**config.mk**
```make
export PLATFORM = sky130hd
export DESIGN_NAME = anl_top
export DESIGN_NICKNAME = d
export VERILOG_FILES = /design/src/anl_pkg.sv /design/src/anl_exec.sv /design/src/anl_top.sv
export SDC_FILE = /design/constraint.sdc
export NUM_CORES = 1
export LEC_CHECK = 0
export BUFFER_PORTS_ARGS = -buffer_cell sky130_fd_sc_hd__buf_4
export CORE_MARGIN = 2
export CORE_UTILIZATION = 67
export CTS_BUF_LIST = sky130_fd_sc_hd__clkbuf_16
export DETAILED_ROUTE_END_ITERATION = 8
export PLACE_DENSITY = 0.85
export SKIP_CTS_REPAIR_TIMING = 1
export SLEW_MARGIN = 25
export SYNTH_ARGS = -nofsm -noshare
export SYNTH_HDL_FRONTEND = slang
export SYNTH_SLANG_ARGS = --single-unit
```
**constraint.sdc**
```tcl
create_clock -name CLK -period 4.7 [get_ports CLK]
set_input_delay 1.175 -clock CLK [delete_from_list [all_inputs] [get_ports CLK]]
set_output_delay 1.175 -clock CLK [all_outputs]
set_load 0.03 [all_outputs]
```
**src/anl_pkg.sv**
```systemverilog
// Package for the accumulator normalize block: register map, fields, opcodes.
// Assumes a 32-bit AXI4-Lite register bus and a single 100 MHz clock.
package anl_pkg;

  // Register byte offsets
  localparam logic [7:0] OFF_CTRL     = 8'h00; // Opcode, shift, aux modify, port, repeat, go
  localparam logic [7:0] OFF_OPERAND  = 8'h04; // Memory word / immediate
  localparam logic [7:0] OFF_ACC      = 8'h08; // Accumulator, read/write
  localparam logic [7:0] OFF_AUX_BASE = 8'h10; // Aux regs 0..7 at 0x10..0x2c
  localparam logic [7:0] OFF_STATUS   = 8'h30; // Flags, modes, busy
  localparam logic [7:0] OFF_PORT     = 8'h34; // Last port write: address and data

  // Control field positions
  localparam int CTRL_OP_LSB     = 0;  // 3-bit opcode
  localparam int CTRL_SHIFT_LSB  = 4;  // 4-bit immediate shift
  localparam int CTRL_MOD_LSB    = 8;  // 2-bit aux modification
  localparam int CTRL_PORT_LSB   = 12; // 4-bit port address
  localparam int CTRL_RPT_LSB    = 16; // 8-bit repeat count
  localparam int CTRL_GO_BIT     = 31; // Write 1 to start

  // Status field positions
  localparam int STAT_TEST_BIT   = 0;  // Test flag
  localparam int STAT_WRAP_BIT   = 1;  // Overflow, sticky
  localparam int STAT_CARRY_BIT  = 2;  // Carry
  localparam int STAT_CLAMP_BIT  = 3;  // Saturation mode, writable
  localparam int STAT_SXM_BIT    = 4;  // Sign extension mode, writable
  localparam int STAT_BUSY_BIT   = 8;  // Instruction in progress
  localparam int STAT_PTR_LSB    = 12; // 3-bit aux pointer, writable

  // Reset values
  localparam logic [31:0] ACC_RESET  = 32'h0000_0000;
  localparam logic [15:0] AUX_RESET  = 16'h0000;

  // Saturation and special values
  localparam logic [31:0] ACC_MOST_NEG = 32'h8000_0000;
  localparam logic [31:0] ACC_MOST_POS = 32'h7fff_ffff;

  // AXI responses
  localparam logic [1:0] RESP_OKAY   = 2'b00;
  localparam logic [1:0] RESP_SLVERR = 2'b10;

  // Instruction opcodes
  typedef enum logic [2:0] {
    OP_IDLE   = 3'b000, // Only the program counter would move
    OP_NEGATE = 3'b001, // Two's complement of accumulator
    OP_ALIGN  = 3'b010, // One normalize step per pass
    OP_ORMEM  = 3'b011, // OR memory word into low half
    OP_ORIMM  = 3'b100, // OR shifted immediate, bit 31 kept
    OP_PORTWR = 3'b101  // Send operand to an I/O port
  } anl_op_e;

  // Aux modification on a normalize step
  typedef enum logic [1:0] {
    MOD_DEFAULT = 2'b00, // Increment
    MOD_INC     = 2'b01,
    MOD_DEC     = 2'b10,
    MOD_NONE    = 2'b11
  } anl_mod_e;

  // Sequencer states
  typedef enum logic [1:0] {
    ST_IDLE = 2'b00,
    ST_RUN  = 2'b01
  } anl_state_e;

  // Decoded instruction handed to the datapath
  typedef struct packed {
    anl_op_e     op;
    logic [3:0]  shift;
    anl_mod_e    modify;
    logic [15:0] operand;
    logic        clamp;
  } anl_instr_s;

  // Datapath result
  typedef struct packed {
    logic [31:0] acc;
    logic [15:0] aux;
    logic        aux_we;
    logic        test;
    logic        test_we;
    logic        wrap;
    logic        carry;
    logic        carry_we;
  } anl_result_s;

endpackage

```
**src/anl_exec.sv**
```systemverilog
// Combinational execute stage for one accumulator instruction pass.
// Assumes its caller registers the result and supplies the selected aux value.
module anl_exec (
  // Instruction and state in
  input  wire anl_pkg::anl_instr_s  instr,
  input  wire logic [31:0]          acc,
  input  wire logic [15:0]          aux,
  // Result out
  output anl_pkg::anl_result_s      res
);

  // Normalize test: bits 31 and 30 differ when already aligned
  wire         aligned   = acc[31] ^ acc[30];
  wire         is_zero   = (acc == 32'h0000_0000);
  wire         do_shift  = !is_zero && !aligned;
  // Aux step: default and explicit increment both add one
  wire  [15:0] aux_step  = (instr.modify == anl_pkg::MOD_DEC) ? aux - 16'h0001 :
                           (instr.modify == anl_pkg::MOD_NONE) ? aux : aux + 16'h0001;
  // Negation with wrap detection
  wire  [31:0] neg_val   = 32'h0000_0000 - acc;
  wire         neg_wrap  = (acc == anl_pkg::ACC_MOST_NEG);
  // Immediate shifted into a 31-bit field; bit 31 is never touched
  wire  [30:0] imm_wide  = 31'(({15'h0000, instr.operand}) << instr.shift);

  // Select the result per opcode
  always_comb begin
    res          = '0;
    res.acc      = acc;
    res.aux      = aux;
    unique case (instr.op)
      anl_pkg::OP_NEGATE: begin
        res.carry_we = 1'b1;
        res.carry    = is_zero;
        res.wrap     = neg_wrap;
        res.acc      = (neg_wrap && instr.clamp) ? anl_pkg::ACC_MOST_POS : neg_val;
      end
      anl_pkg::OP_ALIGN: begin
        res.test_we = 1'b1;
        if (do_shift) begin
          // Shift and count exponent
          res.acc    = {acc[30:0], 1'b0};
          res.aux    = aux_step;
          res.aux_we = 1'b1;
          res.test   = 1'b0;
        end else begin
          // Done: accumulator and aux hold, test flag set
          res.test   = 1'b1;
        end
      end
      anl_pkg::OP_ORMEM: begin
        // Upper half kept, sign mode ignored
        res.acc = {acc[31:16], acc[15:0] | instr.operand};
      end
      anl_pkg::OP_ORIMM: begin
        res.acc = {acc[31], acc[30:0] | imm_wide};
      end
      default: begin
        // Idle and port write leave the accumulator alone
        res.acc = acc;
      end
    endcase
  end

endmodule

```
**src/anl_top.sv**
```systemverilog
// Accumulator normalize logic: AXI4-Lite slave plus sequencer and datapath.
// Assumes one 100 MHz clock, an AXI4-Lite master, and software that owns aux setup.
//
// Local design decisions: register access over AXI4-Lite and the address map.
module anl_top (
  // Clock and reset
  input  wire logic        CLK,
  input  wire logic        RST_N,
  // Write address channel
  input  wire logic [7:0]  S_AWADDR,
  input  wire logic        S_AWVALID,
  output logic             S_AWREADY,
  // Write data channel
  input  wire logic [31:0] S_WDATA,
  input  wire logic [3:0]  S_WSTRB,
  input  wire logic        S_WVALID,
  output logic             S_WREADY,
  // Write response channel
  output logic [1:0]       S_BRESP,
  output logic             S_BVALID,
  input  wire logic        S_BREADY,
  // Read address channel
  input  wire logic [7:0]  S_ARADDR,
  input  wire logic        S_ARVALID,
  output logic             S_ARREADY,
  // Read data channel
  output logic [31:0]      S_RDATA,
  output logic [1:0]       S_RRESP,
  output logic             S_RVALID,
  input  wire logic        S_RREADY,
  // I/O port output
  output logic [3:0]       PORT_ADDR,
  output logic [15:0]      PORT_DATA,
  output logic             PORT_STROBE
);

  // Architectural state
  logic [31:0]          acc;          // Accumulator
  logic [15:0]          aux [8];      // Auxiliary registers
  logic [2:0]           aux_pointer;  // Selects the active aux register
  logic                 test_flag;    // Normalize result flag
  logic                 arith_wrap_flag; // Sticky overflow
  logic                 carry;        // Carry bit
  logic                 clamp_mode;   // Saturate on overflow
  logic                 sign_extension_mode; // Stored only; no op here uses it
  logic [31:0]          ctrl;         // Last instruction written
  logic [15:0]          operand;      // Operand word
  anl_pkg::anl_state_e  state;        // Sequencer state
  logic [7:0]           passes_left;  // Remaining repeat passes

  // Write channel capture, address and data may come in either order
  logic                 aw_held;
  logic                 w_held;
  logic [7:0]           aw_addr;
  logic [31:0]          w_data;
  logic [3:0]           w_strb;

  // Byte-lane merge of a write with an old value
  function automatic logic [31:0] merge(input logic [31:0] old, input logic [31:0] nw,
                                        input logic [3:0] strb);
    logic [31:0] r;
    r = old;
    for (int i = 0; i < 4; i++) begin
      if (strb[i]) begin
        r[i*8 +: 8] = nw[i*8 +: 8];
      end
    end
    return r;
  endfunction

  // Handshake decode
  wire aw_take   = S_AWVALID && S_AWREADY;
  wire w_take    = S_WVALID && S_WREADY;
  wire ar_take   = S_ARVALID && S_ARREADY;
  wire wr_fire   = aw_held && w_held && !S_BVALID;
  wire busy      = (state == anl_pkg::ST_RUN);

  // Write address decode
  wire        wa_ctrl   = (aw_addr == anl_pkg::OFF_CTRL);
  wire        wa_oper   = (aw_addr == anl_pkg::OFF_OPERAND);
  wire        wa_acc    = (aw_addr == anl_pkg::OFF_ACC);
  wire        wa_stat   = (aw_addr == anl_pkg::OFF_STATUS);
  wire        wa_aux    = (aw_addr >= anl_pkg::OFF_AUX_BASE) &&
                          (aw_addr < anl_pkg::OFF_STATUS) && (aw_addr[1:0] == 2'b00);
  wire [7:0]  wa_aoff   = aw_addr - anl_pkg::OFF_AUX_BASE;
  wire [2:0]  wa_aidx   = wa_aoff[4:2];
  wire        wa_port   = (aw_addr == anl_pkg::OFF_PORT);
  wire        wa_ok     = wa_ctrl || wa_oper || wa_acc || wa_stat || wa_aux || wa_port;
  wire [31:0] ctrl_new  = merge(ctrl, w_data, w_strb);
  // Start only when idle; a go while busy is ignored
  wire        go        = wr_fire && wa_ctrl && ctrl_new[anl_pkg::CTRL_GO_BIT] && !busy;

  // Status word seen by software
  wire [31:0] status_word = {16'h0000, 1'b0, aux_pointer, 3'b000, busy, 3'b000,
                             sign_extension_mode, clamp_mode, carry, arith_wrap_flag,
                             test_flag};
  wire [31:0] stat_new  = merge(status_word, w_data, w_strb);
  // Merged operand and aux words; a function result cannot be sliced directly
  wire [31:0] oper_new  = merge({16'h0000, operand}, w_data, w_strb);
  wire [31:0] aux_new   = merge({16'h0000, aux[wa_aidx]}, w_data, w_strb);

  // Read address decode
  wire        ra_aux    = (S_ARADDR >= anl_pkg::OFF_AUX_BASE) &&
                          (S_ARADDR < anl_pkg::OFF_STATUS) && (S_ARADDR[1:0] == 2'b00);
  wire [7:0]  ra_aoff   = S_ARADDR - anl_pkg::OFF_AUX_BASE;
  wire [2:0]  ra_aidx   = ra_aoff[4:2];
  wire        ra_ok     = ra_aux || (S_ARADDR == anl_pkg::OFF_CTRL) ||
                          (S_ARADDR == anl_pkg::OFF_OPERAND) ||
                          (S_ARADDR == anl_pkg::OFF_ACC) ||
                          (S_ARADDR == anl_pkg::OFF_STATUS) ||
                          (S_ARADDR == anl_pkg::OFF_PORT);
  wire [31:0] rd_mux    = ra_aux                           ? {16'h0000, aux[ra_aidx]} :
                          (S_ARADDR == anl_pkg::OFF_CTRL)    ? ctrl :
                          (S_ARADDR == anl_pkg::OFF_OPERAND) ? {16'h0000, operand} :
                          (S_ARADDR == anl_pkg::OFF_ACC)     ? acc :
                          (S_ARADDR == anl_pkg::OFF_STATUS)  ? status_word :
                          (S_ARADDR == anl_pkg::OFF_PORT)    ? {12'h000, PORT_ADDR, PORT_DATA} :
                          32'h0000_0000;

  // Decoded instruction from the held control word
  anl_pkg::anl_instr_s  instr;
  anl_pkg::anl_result_s res;
  assign instr.op      = anl_pkg::anl_op_e'(ctrl[anl_pkg::CTRL_OP_LSB +: 3]);
  assign instr.shift   = ctrl[anl_pkg::CTRL_SHIFT_LSB +: 4];
  assign instr.modify  = anl_pkg::anl_mod_e'(ctrl[anl_pkg::CTRL_MOD_LSB +: 2]);
  assign instr.operand = operand;
  assign instr.clamp   = clamp_mode;

  // Datapath for one pass
  anl_exec i_anl_exec (
    .instr (instr),
    .acc   (acc),
    .aux   (aux[aux_pointer]),
    .res   (res)
  );

  // Pass strobe; the last pass returns to idle
  wire step      = busy;
  wire last_pass = (passes_left == 8'h00);
  wire next_idle = step && last_pass;

  // AXI write address and data acceptance
  always_ff @(posedge CLK or negedge RST_N) begin
    if (!RST_N) begin
      aw_held   <= 1'b0;
      w_held    <= 1'b0;
      aw_addr   <= 8'h00;
      w_data    <= 32'h0000_0000;
      w_strb    <= 4'h0;
      S_AWREADY <= 1'b0;
      S_WREADY  <= 1'b0;
    end else begin
      S_AWREADY <= !aw_held && !aw_take;
      S_WREADY  <= !w_held && !w_take;
      if (aw_take) begin
        aw_held <= 1'b1;
        aw_addr <= S_AWADDR;
      end else if (wr_fire) begin
        aw_held <= 1'b0;
      end
      if (w_take) begin
        w_held <= 1'b1;
        w_data <= S_WDATA;
        w_strb <= S_WSTRB;
      end else if (wr_fire) begin
        w_held <= 1'b0;
      end
    end
  end

  // AXI write response
  always_ff @(posedge CLK or negedge RST_N) begin
    if (!RST_N) begin
      S_BVALID <= 1'b0;
      S_BRESP  <= anl_pkg::RESP_OKAY;
    end else if (wr_fire) begin
      S_BVALID <= 1'b1;
      S_BRESP  <= wa_ok ? anl_pkg::RESP_OKAY : anl_pkg::RESP_SLVERR;
    end else if (S_BREADY) begin
      S_BVALID <= 1'b0;
    end
  end

  // AXI read channel, one read in flight
  always_ff @(posedge CLK or negedge RST_N) begin
    if (!RST_N) begin
      S_ARREADY <= 1'b0;
      S_RVALID  <= 1'b0;
      S_RDATA   <= 32'h0000_0000;
      S_RRESP   <= anl_pkg::RESP_OKAY;
    end else begin
      S_ARREADY <= !S_RVALID && !ar_take;
      if (ar_take) begin
        S_RVALID <= 1'b1;
        S_RDATA  <= rd_mux;
        S_RRESP  <= ra_ok ? anl_pkg::RESP_OKAY : anl_pkg::RESP_SLVERR;
      end else if (S_RREADY) begin
        S_RVALID <= 1'b0;
      end
    end
  end

  // Control and operand registers
  always_ff @(posedge CLK or negedge RST_N) begin
    if (!RST_N) begin
      ctrl    <= 32'h0000_0000;
      operand <= 16'h0000;
    end else begin
      // Control is frozen while an instruction runs
      if (wr_fire && wa_ctrl && !busy) begin
        ctrl <= {1'b0, ctrl_new[30:0]};
      end
      if (wr_fire && wa_oper && !busy) begin
        operand <= oper_new[15:0];
      end
    end
  end

  // Sequencer: one pass per cycle, every repeat pass executes
  always_ff @(posedge CLK or negedge RST_N) begin
    if (!RST_N) begin
      state       <= anl_pkg::ST_IDLE;
      passes_left <= 8'h00;
    end else if (go) begin
      state       <= anl_pkg::ST_RUN;
      passes_left <= ctrl_new[anl_pkg::CTRL_RPT_LSB +: 8];
    end else if (next_idle) begin
      state       <= anl_pkg::ST_IDLE;
    end else if (step) begin
      passes_left <= passes_left - 8'h01;
    end
  end

  // Accumulator: datapath pass or software write
  always_ff @(posedge CLK or negedge RST_N) begin
    if (!RST_N) begin
      acc <= anl_pkg::ACC_RESET;
    end else if (step) begin
      acc <= res.acc;
    end else if (wr_fire && wa_acc) begin
      acc <= merge(acc, w_data, w_strb);
    end
  end

  // Aux registers; a datapath step wins over a software write
  always_ff @(posedge CLK or negedge RST_N) begin
    if (!RST_N) begin
      for (int i = 0; i < 8; i++) begin
        aux[i] <= anl_pkg::AUX_RESET;
      end
    end else if (step && res.aux_we) begin
      aux[aux_pointer] <= res.aux;
    end else if (wr_fire && wa_aux) begin
      aux[wa_aidx] <= aux_new[15:0];
    end
  end

  // Status flags; hardware set wins over a software clear
  always_ff @(posedge CLK or negedge RST_N) begin
    if (!RST_N) begin
      test_flag           <= 1'b0;
      arith_wrap_flag     <= 1'b0;
      carry               <= 1'b0;
      clamp_mode          <= 1'b0;
      sign_extension_mode <= 1'b1;
      aux_pointer         <= 3'b000;
    end else begin
      if (wr_fire && wa_stat) begin
        test_flag           <= stat_new[anl_pkg::STAT_TEST_BIT];
        arith_wrap_flag     <= stat_new[anl_pkg::STAT_WRAP_BIT];
        carry               <= stat_new[anl_pkg::STAT_CARRY_BIT];
        clamp_mode          <= stat_new[anl_pkg::STAT_CLAMP_BIT];
        sign_extension_mode <= stat_new[anl_pkg::STAT_SXM_BIT];
        if (!busy) begin
          aux_pointer <= stat_new[anl_pkg::STAT_PTR_LSB +: 3];
        end
      end
      if (step && res.test_we) begin
        test_flag <= res.test;
      end
      if (step && res.carry_we) begin
        carry <= res.carry;
      end
      if (step && res.wrap) begin
        arith_wrap_flag <= 1'b1;
      end
    end
  end

  // Port write: one strobe per pass, idle op drives nothing
  always_ff @(posedge CLK or negedge RST_N) begin
    if (!RST_N) begin
      PORT_ADDR   <= 4'h0;
      PORT_DATA   <= 16'h0000;
      PORT_STROBE <= 1'b0;
    end else begin
      PORT_STROBE <= step && (instr.op == anl_pkg::OP_PORTWR);
      if (step && (instr.op == anl_pkg::OP_PORTWR)) begin
        PORT_ADDR <= ctrl[anl_pkg::CTRL_PORT_LSB +: 4];
        PORT_DATA <= operand;
      end
    end
  end

endmodule

```
# After elaboration in Yosys (flattened, before gate mapping)
# Index checks and enable logic that the tools add are counted.
classes:
  div: 0
  eq_ne: 24
  n_addsub: 6
  muxes: 62
  n_lt_le_gt_ge: 9
  n_mul: 0
  n_shift: 1
  n_bitwise: 7
  reduce_logical: 91
op_table:
  columns: ["cell", "count"]
  rows:
  - ["$bwmux 128", 2]
  - ["$mux 128", 2]
  - ["$mux 32", 7]
  - ["$mux 16", 10]
  - ["$bmux 16 s3", 3]
  - ["$pmux 32 s4", 1]
  - ["$demux 16 s3", 2]
  - ["$mux 8", 11]
  - ["$mux 49", 1]
  - ["$mux 20", 2]
  - ["$reduce_bool 2->1", 18]
  - ["$eq 32x32->1 const B", 1]
  - ["$eq 8x6->1 const B", 4]
  - ["$logic_not 32->1", 1]
  - ["$sub 1x32->32 const A", 1]
  - ["$logic_and 1x1->1", 31]
  - ["$or 31x31->31", 1]
  - ["$shl 16x4->31", 1]
  - ["$logic_not 8->1", 3]
  - ["$reduce_and 2->1", 10]
  - ["$mux 19", 1]
  - ["$add 16x1->16 const B", 1]
  - ["$eq 8x3->1 const B", 2]
  - ["$eq 8x4->1 const B", 2]
  - ["other kinds (31)", 82]
word_totals:
  ramBits: 0
  mem_bits_ro: 0
  wordCells: 243
  mem_count: 0
  latch_bits: 0
  reg_bits: 333
  in_bits: 59
  output_inout_bits: 62

# Depth between registers and ports, before layout
# Gate-level depths: netlist (run 1).
depth:
  depth_word: 12
  depth_mapped: 14
  depth_no_buf: 11

# By module
# A second synthesis (run 1) with hierarchy kept.
hier_totals:
  hier_cells: 2210
  hier_area_um2: 21040.2
by_module_without_submodules:
  columns: ["mod", "area_each_um2", "instances", "seq_area_each_um2", "cells_per_inst"]
  rows:
  - ["anl_top", 17702.0, 1, 8259.2, 1685]
  - ["anl_exec", 3338.2, 1, 0.0, 525]

# Worst setup path before layout (run 1)
# Ideal clock, no wire load.
synth_path:
  path_type: "input-to-reg"
  start: "input port S_ARADDR[7]"
  end: "register S_RDATA[20]"
  arrival_ns: 3.227
  required_ns: 4.617
  path_slack_ns: 1.390
  path_buffers: 2
  stages: 8
  setup_ns: 0.083
  cell_sequence: "nor4_1 -> nand2_1 -> or2_2 -> clkbuf_1 -> nor2_1 -> clkbuf_1 -> a22oi_1 -> o21ai_0"
synth_via:
  elab_chain_cells: 5
  word_cells_on_any_way: 11
  cone_classes: "2 x order compare; 2 x eq/ne; 4 x mux; 3 x reduce/logical"
synth_lines:
  columns: ["item", "line", "rtl"]
  rows:
  - ["start: declaration", "anl_top.sv:23", "input wire logic [7:0] S_ARADDR,"]
  - ["branches (longest 4 deep; another with $ge 8x5->1)", null, null]
  - ["$mux 32 (*)", "anl_top.sv:112", "wire [31:0] rd_mux = ra_aux ? {16'h0000, aux[ra_aidx]} :"]
  - ["end signal: assignment", "anl_top.sv:195", "S_RDATA <= rd_mux;"]
  - ["end: declaration", "anl_top.sv:27", "output logic [31:0] S_RDATA,"]
# Mark *: on every way between the ends.
# A chain may end at the register's enable or synchronous reset.

# Final worst setup path (run 1)
layout_path:
  start: "register acc[0]"
  end: "register aux[29] (netlist bit)"
layout_via:
  elab_chain_cells: 7
  word_cells_on_any_way: 9
  cone_classes: "4 x mux; 5 x reduce/logical"
layout_lines:
  columns: ["item", "line", "rtl"]
  rows:
  - ["start: declaration", "anl_top.sv:38", "logic [31:0] acc;"]
  - ["start signal: assignment", "anl_top.sv:237", "acc <= anl_pkg::ACC_RESET;"]
  - ["start signal: assignment", "anl_top.sv:239", "acc <= res.acc;"]
  - ["start signal: assignment", "anl_top.sv:241", "acc <= merge(acc, w_data, w_strb);"]
  - ["$logic_not 32->1 (*)", "anl_exec.sv:14", "wire is_zero = (acc == 32'h0000_0000);"]
  - ["$logic_not 1->1 (*)", "anl_exec.sv:15", "wire do_shift = !is_zero && !aligned;"]
  - ["$logic_and 1x1->1 (*)", "anl_exec.sv:15", null]
  - ["$mux 49 (*)", "anl_exec.sv:39", "if (do_shift) begin"]
  - ["$mux 19 (*)", "anl_exec.sv:30", "unique case (instr.op)"]
  - ["$bwmux 128 / $logic_and 1x1->1 (equally long branches)", "anl_top.sv:252, anl_top.sv:251", null]
  - ["$mux 128 / $reduce_bool 2->1 (equally long branches)", null, null]
  - ["end signal: indexed assignment", "anl_top.sv:249", "aux[i] <= anl_pkg::AUX_RESET;"]
  - ["end signal: indexed assignment", "anl_top.sv:252", "aux[aux_pointer] <= res.aux;"]
  - ["end signal: indexed assignment", "anl_top.sv:254", "aux[wa_aidx] <= aux_new[15:0];"]
  - ["end: declaration", "anl_top.sv:39", "logic [15:0] aux [8];"]
# Mark *: on every way between the ends. The rest lies on a longest branch, timed or not. The select of a mux whose other input is x is not followed.

==> results.txt, run 1 <==
Max IR drop VDD: 0.0003252 V
Startpoint types: flip-flop
# rows: 64
Root buf cell: clkbuf_16
Post-synth top flop: dfrtp_1
Vert. Die Dim: 178.8 um
Filler Cell Count: 2138
Setup crit start: acc[0]$_DFFE_PN0P_
R2r worst-path depth: 12
Clock latency on the worst-skew pair: 0.54 ns
Cell Pwr Density: 491.9 nW/um2
Period minus WS final: 4.523 ns
Share of layout cells above drive strength 1: 0.2292
Critical Path, Cell by Cell: inv_1, ha_1, or3b_1, nor3_1, a31oi_1, nand3_1, buf_4, nor2_1, nand2_1, a21oi_1, a22oi_1, o21ai_0
HPWL after detailed placement: 54.57 mm
Crit Path Class: reg -> reg
All-Layer GR Usage: 0.4936
Mean post-synth cell area: 9.649 um2
CTS tree: yes
R2R Setup Slk: 0.18 ns
Max Cap Viol: 0
DR WL met3: 9.241 mm
Slew @ Worst Pin: 1.256 ns
Highest metal used: met5
Data arrival time of the critical path: 4.97 ns
Longest Clk Path Bufs: 3
CP endpoint: aux[29]$_DFFE_PN0P_
Final Hold Fails: 0
Gp weighted congestion: 1.074
Post-synthesis cell count: 2122
Global-route wire length before repair: 117.6 mm
DRC: 10
Hold WS: 0.4744 ns
Die Wd: 178.8 um
Clk_skew: 0.01632 ns
CP peak stage delay: 0.82 ns
WL/cell: 29.63 um
R2R Path Start: acc[0]$_DFFE_PN0P_
Synthesis-to-finish area growth: 12.64%
Die ar.: 31970 um2
Max Freq: 221.1 MHz
Ys Warns: 0
Slew Viols, Final: 0
Register bit total from synthesis: 330
Vias in the first global route: 19615
Buffers on Ports: 118
Grt ovf: 0
Dominant cell by count in the synthesized netlist: dfrtp_1
I/O pin cnt: 121
Synth top cells by count: 329 x dfrtp_1, 242 x nand2_1, 190 x o21ai_0
Endpoints failing setup: 0
Initial antenna violation count: 4
Synth area leader: dfrtp_1
Post-Synthesis Cell Area: 20470 um2
Worst hold path type: reg -> reg
Post-route clock period utilization: 0.9624
Synth top area share: 0.4021
R2R Path End: aux[29]$_DFFE_PN0P_
Violated checks: DRC
Post-synth EDFFs: 0
Unrepaired setup endpoints after global routing: false
P_leak: 9.972 nW
Sequential fraction of the synthesis area: 0.4034
Vias: 19914
Largest net degree at the start of global routing: 109
Number of nets in the layout: 2263
Synth unique cells: 81
Ys async rst share: 1.000
H-tree depth: 2
ANT nets after route: 0
Clk pin slew, worst setup/hold paths: 0.06 ns
Max FO, Critical Path: 14
DRT iter0 DRCs: 2631
Setup TNS: 0 ns
Worst Path Required: 5.15 ns
Met2 routed WL: 35.66 mm
First-pass DRT Iterations: 9
Vias per Instance: 7.601
CTS Buf Count: 37
Top post-synthesis cells by area: dfrtp_1 40%, mux4_2 8.6%, mux2_2 7.7%
Status: finished, violations left
Met1 wire length: 25.28 mm
Crit-path slowest cell: a21oi_1
Clock Sinks: 330
DRT Wirelength: 77.63 mm
CORE AREA: 30350 um2
Max-Slew Margin vs Limit: 0.1606
Starting Density: 0.6746
Setup crit end kind: flip-flop
## state kept, by name, summed over array words and instances (netlist names), 3 cells and up
name,count
aux,128
S_RDATA,32
acc,32
w_data,32
ctrl,31
PORT_DATA,16
operand,16
aw_addr,8
passes_left,8
PORT_ADDR,4
w_strb,4
aux_pointer,3
## metal layers
layer | up-vias | GRT usage
li1 | 8124 | -
met4 | 2 | 0.3831
met1 | 9525 | 0.5763
met3 | 541 | 0.1342
met2 | 1722 | 0.7740
met5 | - | 0
## worst max-delay path: cells and delay by family (launching register included)
kind / cells / cell delay [ns]
buf+inv: 2 / 0.35
fa+ha+maj: 1 / 0.22
simple gates: 5 / 1.43
compound gates: 4 / 1.85
flops: 1 / 0.59
## cell families after synthesis
kind of cell / count (synthesis) / share of synthesized area
and+or+nand+nor: 610 / 0.1341
muxes: 291 / 0.1985
buffers and inverters: 192 / 0.03880
other: 1 / 0.0001832
xor gates and xnor gates: 37 / 0.01656
AOI/OAI and AO/OA: 655 / 0.2048
adders and majority gates: 6 / 0.003666
DFF: 330 / 0.4034
## final cells by class
class                   count  area, um2  share of cell area
multi-input cells        1601      11470              0.4975
diodes                      3      7.507           0.0003255
flip-flops and latches    330       8262              0.3582
clock buffers              37      925.9             0.04015
inverters                  26      97.59            0.004232
clock inverters            25      227.7            0.009874
well taps                 396      495.5             0.02148
repair buffers            202       1574             0.06825
## worst min-delay path by stage
stage	startpoint	to	slack, ns	cells after the start
6_report	w_held$_DFFE_PN0P_	S_WREADY$_DFF_PN0_	0.47	1
5_1_grt	aw_held$_DFFE_PN0P_	S_AWREADY$_DFF_PN0_	0.49	1
4_1_cts	aw_held$_DFFE_PN0P_	S_AWREADY$_DFF_PN0_	0.47	1
3_5_place_dp	aw_held$_DFFE_PN0P_	S_AWREADY$_DFF_PN0_	0.47	1
3_3_place_gp	aw_held$_DFFE_PN0P_	S_AWREADY$_DFF_PN0_	0.43	1
2_1_floorplan	aw_held$_DFFE_PN0P_	S_AWREADY$_DFF_PN0_	0.41	1
## where the power goes
| group | internal (W) | switching [W] |
|---|---|---|
| registers | 0.00333 | 0.00100 |
| clock network | 0.00165 | 0.00123 |
| logic | 0.00173 | 0.00240 |
| total | 0.00671 | 0.00464 |
## stage by stage
stage               std cells  area [um2]  power [W]    util  setup slack, ns
floorplan                2123       20480   0.006721       -            1.390
global placement         2555       21870   0.008153  0.7207           0.4722
detailed placement       2555       21870   0.008275  0.7208           0.3359
CTS                      2617       23030    0.01114  0.7588           0.2907
global route             2617       23060    0.01170  0.7597           0.1416
finish                   2620       23060    0.01135  0.7599           0.1769
## placed cells by master, fill, tap and decap left out, types with 6 or more instances in the layout
master	n
o21ai_0	190
a21oi_1	143
nor4_1	10
a221o_1	19
xnor2_1	20
clkbuf_16	37
nor2_1	180
nor2b_1	15
a222oi_1	9
a21o_1	9
a31oi_1	19
or2_2	12
nand2_1	240
o211ai_1	24
and2_1	12
xor2_1	15
o21ai_1	11
ha_1	6
dfrtp_1	327
o221ai_1	14
a2111oi_0	8
clkinv_1	6
a221oi_1	23
a211oi_1	10
a22oi_1	93
o22ai_1	26
mux4_2	78
buf_4	197
nand2b_1	14
inv_1	30
or3_1	16
mux2_2	140
o21a_1	8
nor3_1	37
nand3_1	30
mux2i_1	73
and3_1	9
Power figures use the tool's default switching activity.
==> run 2: changes to the inputs <==
--- a/config.mk
+++ b/config.mk
@@ -7,10 +7,9 @@
 export LEC_CHECK = 0
 export BUFFER_PORTS_ARGS = -buffer_cell sky130_fd_sc_hd__buf_4
 export CORE_MARGIN = 2
-export CORE_UTILIZATION = 67
-export CTS_BUF_LIST = sky130_fd_sc_hd__clkbuf_16
+export CORE_UTILIZATION = 28
 export DETAILED_ROUTE_END_ITERATION = 8
-export PLACE_DENSITY = 0.85
+export PLACE_DENSITY = 0.41
 export SKIP_CTS_REPAIR_TIMING = 1
 export SLEW_MARGIN = 25
 export SYNTH_ARGS = -nofsm -noshare
==> constraint.sdc (replaced) <==
create_clock -name CLK -period 4.7 [get_ports CLK]
set_input_delay 0.47 -clock CLK [delete_from_list [all_inputs] [get_ports CLK]]
set_output_delay 0.47 -clock CLK [all_outputs]
set_load 0.03 [all_outputs]
==> results.txt, run 2 (synthesis results as in run 1) <==
Commonest cells after routing, fill and taps aside: 325 x dfrtp_1, 240 x nand2_1, 218 x buf_4
# diodes: 0
Unrepaired setup endpoints after global routing: false
R2R Path Start: acc[1]$_DFFE_PN0P_
Initial antenna violation count: 4
Most common cell after layout, fill and taps aside: dfrtp_1
R2r worst-path depth: 10
Clock latency on the worst-skew pair: 0.60 ns
Die Wd: 274.4 um
Pwr Total: 0.01186 W
Buffers on Ports: 118
Clk_skew: 0.02816 ns
Area of the multi-input gates: 11460 um2
# rows: 99
All-Layer GR Usage: 0.2449
Data arrival time of the critical path: 4.68 ns
ANT nets after route: 0
Hold WS: 0.06653 ns
Vias: 18861
Kind of cell adding the most delay to the critical path: simple AND/OR/NAND/NOR gates
Vert. Die Dim: 274.4 um
Setup TNS: 0 ns
Crit Path Class: reg -> reg
First-pass DRT Iterations: 8
Max Freq: 237.7 MHz
Number of nets in the layout: 2291
Post-route clock period utilization: 0.8950
Endpoints failing setup: 0
CTS tree: yes
Share of layout cells above drive strength 1: 0.2414
Max FO, Critical Path: 11
Status: completed
Finished Cell Area: 24160 um2
Max Cap Viol: 0
Global-route wire length before repair: 135.6 mm
Max IR drop VDD: 0.0003012 V
Final Hold Fails: 0
Setup crit end kind: flip-flop
Grt ovf: 0
Max-Slew Margin vs Limit: 0.2489
I/O pin cnt: 121
DRC: 0
CTS Buf Count: 43
Worst Path Required: 5.17 ns
CORE AREA: 72710 um2
Longest Clk Path Bufs: 3
DRT Wirelength: 92.89 mm
HPWL after detailed placement: 66.86 mm
Clock Sinks: 330
Starting Density: 0.2816
DRT iter0 DRCs: 1652
Slew Viols, Final: 0
Slew @ Worst Pin: 1.118 ns
Clk pin slew, worst setup/hold paths: 0.06 ns
CP peak stage delay: 0.68 ns
Cell Pwr Density: 491.0 nW/um2
Max reg flops: 128
Period minus WS final: 4.206 ns
Startpoint types: flip-flop
Critical Path, Cell by Cell: inv_1, ha_1, or3b_1, nor3_1, a31oi_1, nor2b_2, nand2_1, nor2_1, o21ai_1, o21ai_0
Vias in the first global route: 18903
Synthesis-to-finish area growth: 18.00%
WL/cell: 28.87 um
Root buf cell: clkbuf_16
Most flops, register: aux
Register Area: 8264 um2
R2R Setup Slk: 0.49 ns
P_leak: 10.18 nW
Filler Cell Count: 7460
WHS Endpoint: S_RVALID$_DFFE_PN0P_
Worst Path Buf+Inv: 1
Cell Area, Placed: 22750 um2
Worst hold path type: in -> reg
Largest net degree at the start of global routing: 113
Hold depth: 2
Die ar.: 75300 um2
H-tree depth: 2
Vias per Instance: 5.863
R2R Path End: aux[32]$_DFFE_PN0P_
Gp weighted congestion: 0.9559
Crit-path slowest cell: nor2b_2
Worst hold path startpoint: S_RREADY
[run 2: changes by cell type in the layout (fill, tap and decap cells not counted), moves of 2 or more]
| cell | delta |
|---|---|
| dfrtp_1 | -2 |
| clkbuf_1 | +11 |
| buf_4 | +21 |
| clkbuf_8 | +8 |
| clkinv_1 | -4 |
| clkinv_2 | +2 |
| clkbuf_16 | +6 |
| nor3_1 | +2 |
| diode_2 | -3 |
| inv_1 | -7 |
| dfrtp_2 | +2 |
| nor3_2 | -2 |
[run 2: layout make-up]
cell class / count / share of cell area
Clock buffer: 62 / 0.05080
Clock inverter: 15 / 0.006939
Inverter: 26 / 0.004039
Multi-Input combinational cell: 1601 / 0.4744
Sequential cell: 330 / 0.3421
Tap cell: 959 / 0.04966
Timing Repair Buffer: 224 / 0.07209
[run 2: layer usage]
| layer | track usage | vias to the layer above | wire, um |
|---|---|---|---|
| met2 | 0.4224 | 754 | 45940 |
| met1 | 0.3050 | 9697 | 37570 |
| met5 | 0 | - | 58 |
| met4 | 0.1007 | 8 | 3962 |
| li1 | - | 8197 | - |
| met3 | 0.03713 | 205 | 5361 |
[run 2: where the power goes]
group / total (W) / internal, W / leakage (nW) / switching [W]
Clock: 0.00336 / 0.00198 / 0.688 / 0.00138
Sequential: 0.00431 / 0.00333 / 4.47 / 0.000974
Combinational: 0.00419 / 0.00172 / 5.02 / 0.00248
[run 2: per-stage QoR]
stage / instances / setup slack [ns] / util
after global routing: 3217 / 0.3142 / 0.3323
after CTS: 3216 / 0.5996 / 0.3321
after global placement: 3139 / 0.6356 / 0.3128
after floorplan: 2123 / 1.562 / -
final: 3217 / 0.4937 / 0.3323
after detailed placement: 3139 / 0.6423 / 0.3129
[run 2: worst max path at each step]
stage	start	end	slack (ns)	depth (start not counted)
6_report	acc[1]$_DFFE_PN0P_	aux[32]$_DFFE_PN0P_	0.49	10
5_1_grt	aux_pointer[0]$_DFFE_PN0P_	aux[6]$_DFFE_PN0P_	0.31	13
4_1_cts	aux_pointer[0]$_DFFE_PN0P_	aux[15]$_DFFE_PN0P_	0.60	11
3_5_place_dp	aux_pointer[0]$_DFFE_PN0P_	aux[15]$_DFFE_PN0P_	0.64	11
3_3_place_gp	aux_pointer[0]$_DFFE_PN0P_	aux[6]$_DFFE_PN0P_	0.64	13
2_1_floorplan	acc[0]$_DFFE_PN0P_	acc[8]$_DFFE_PN0P_	1.56	11
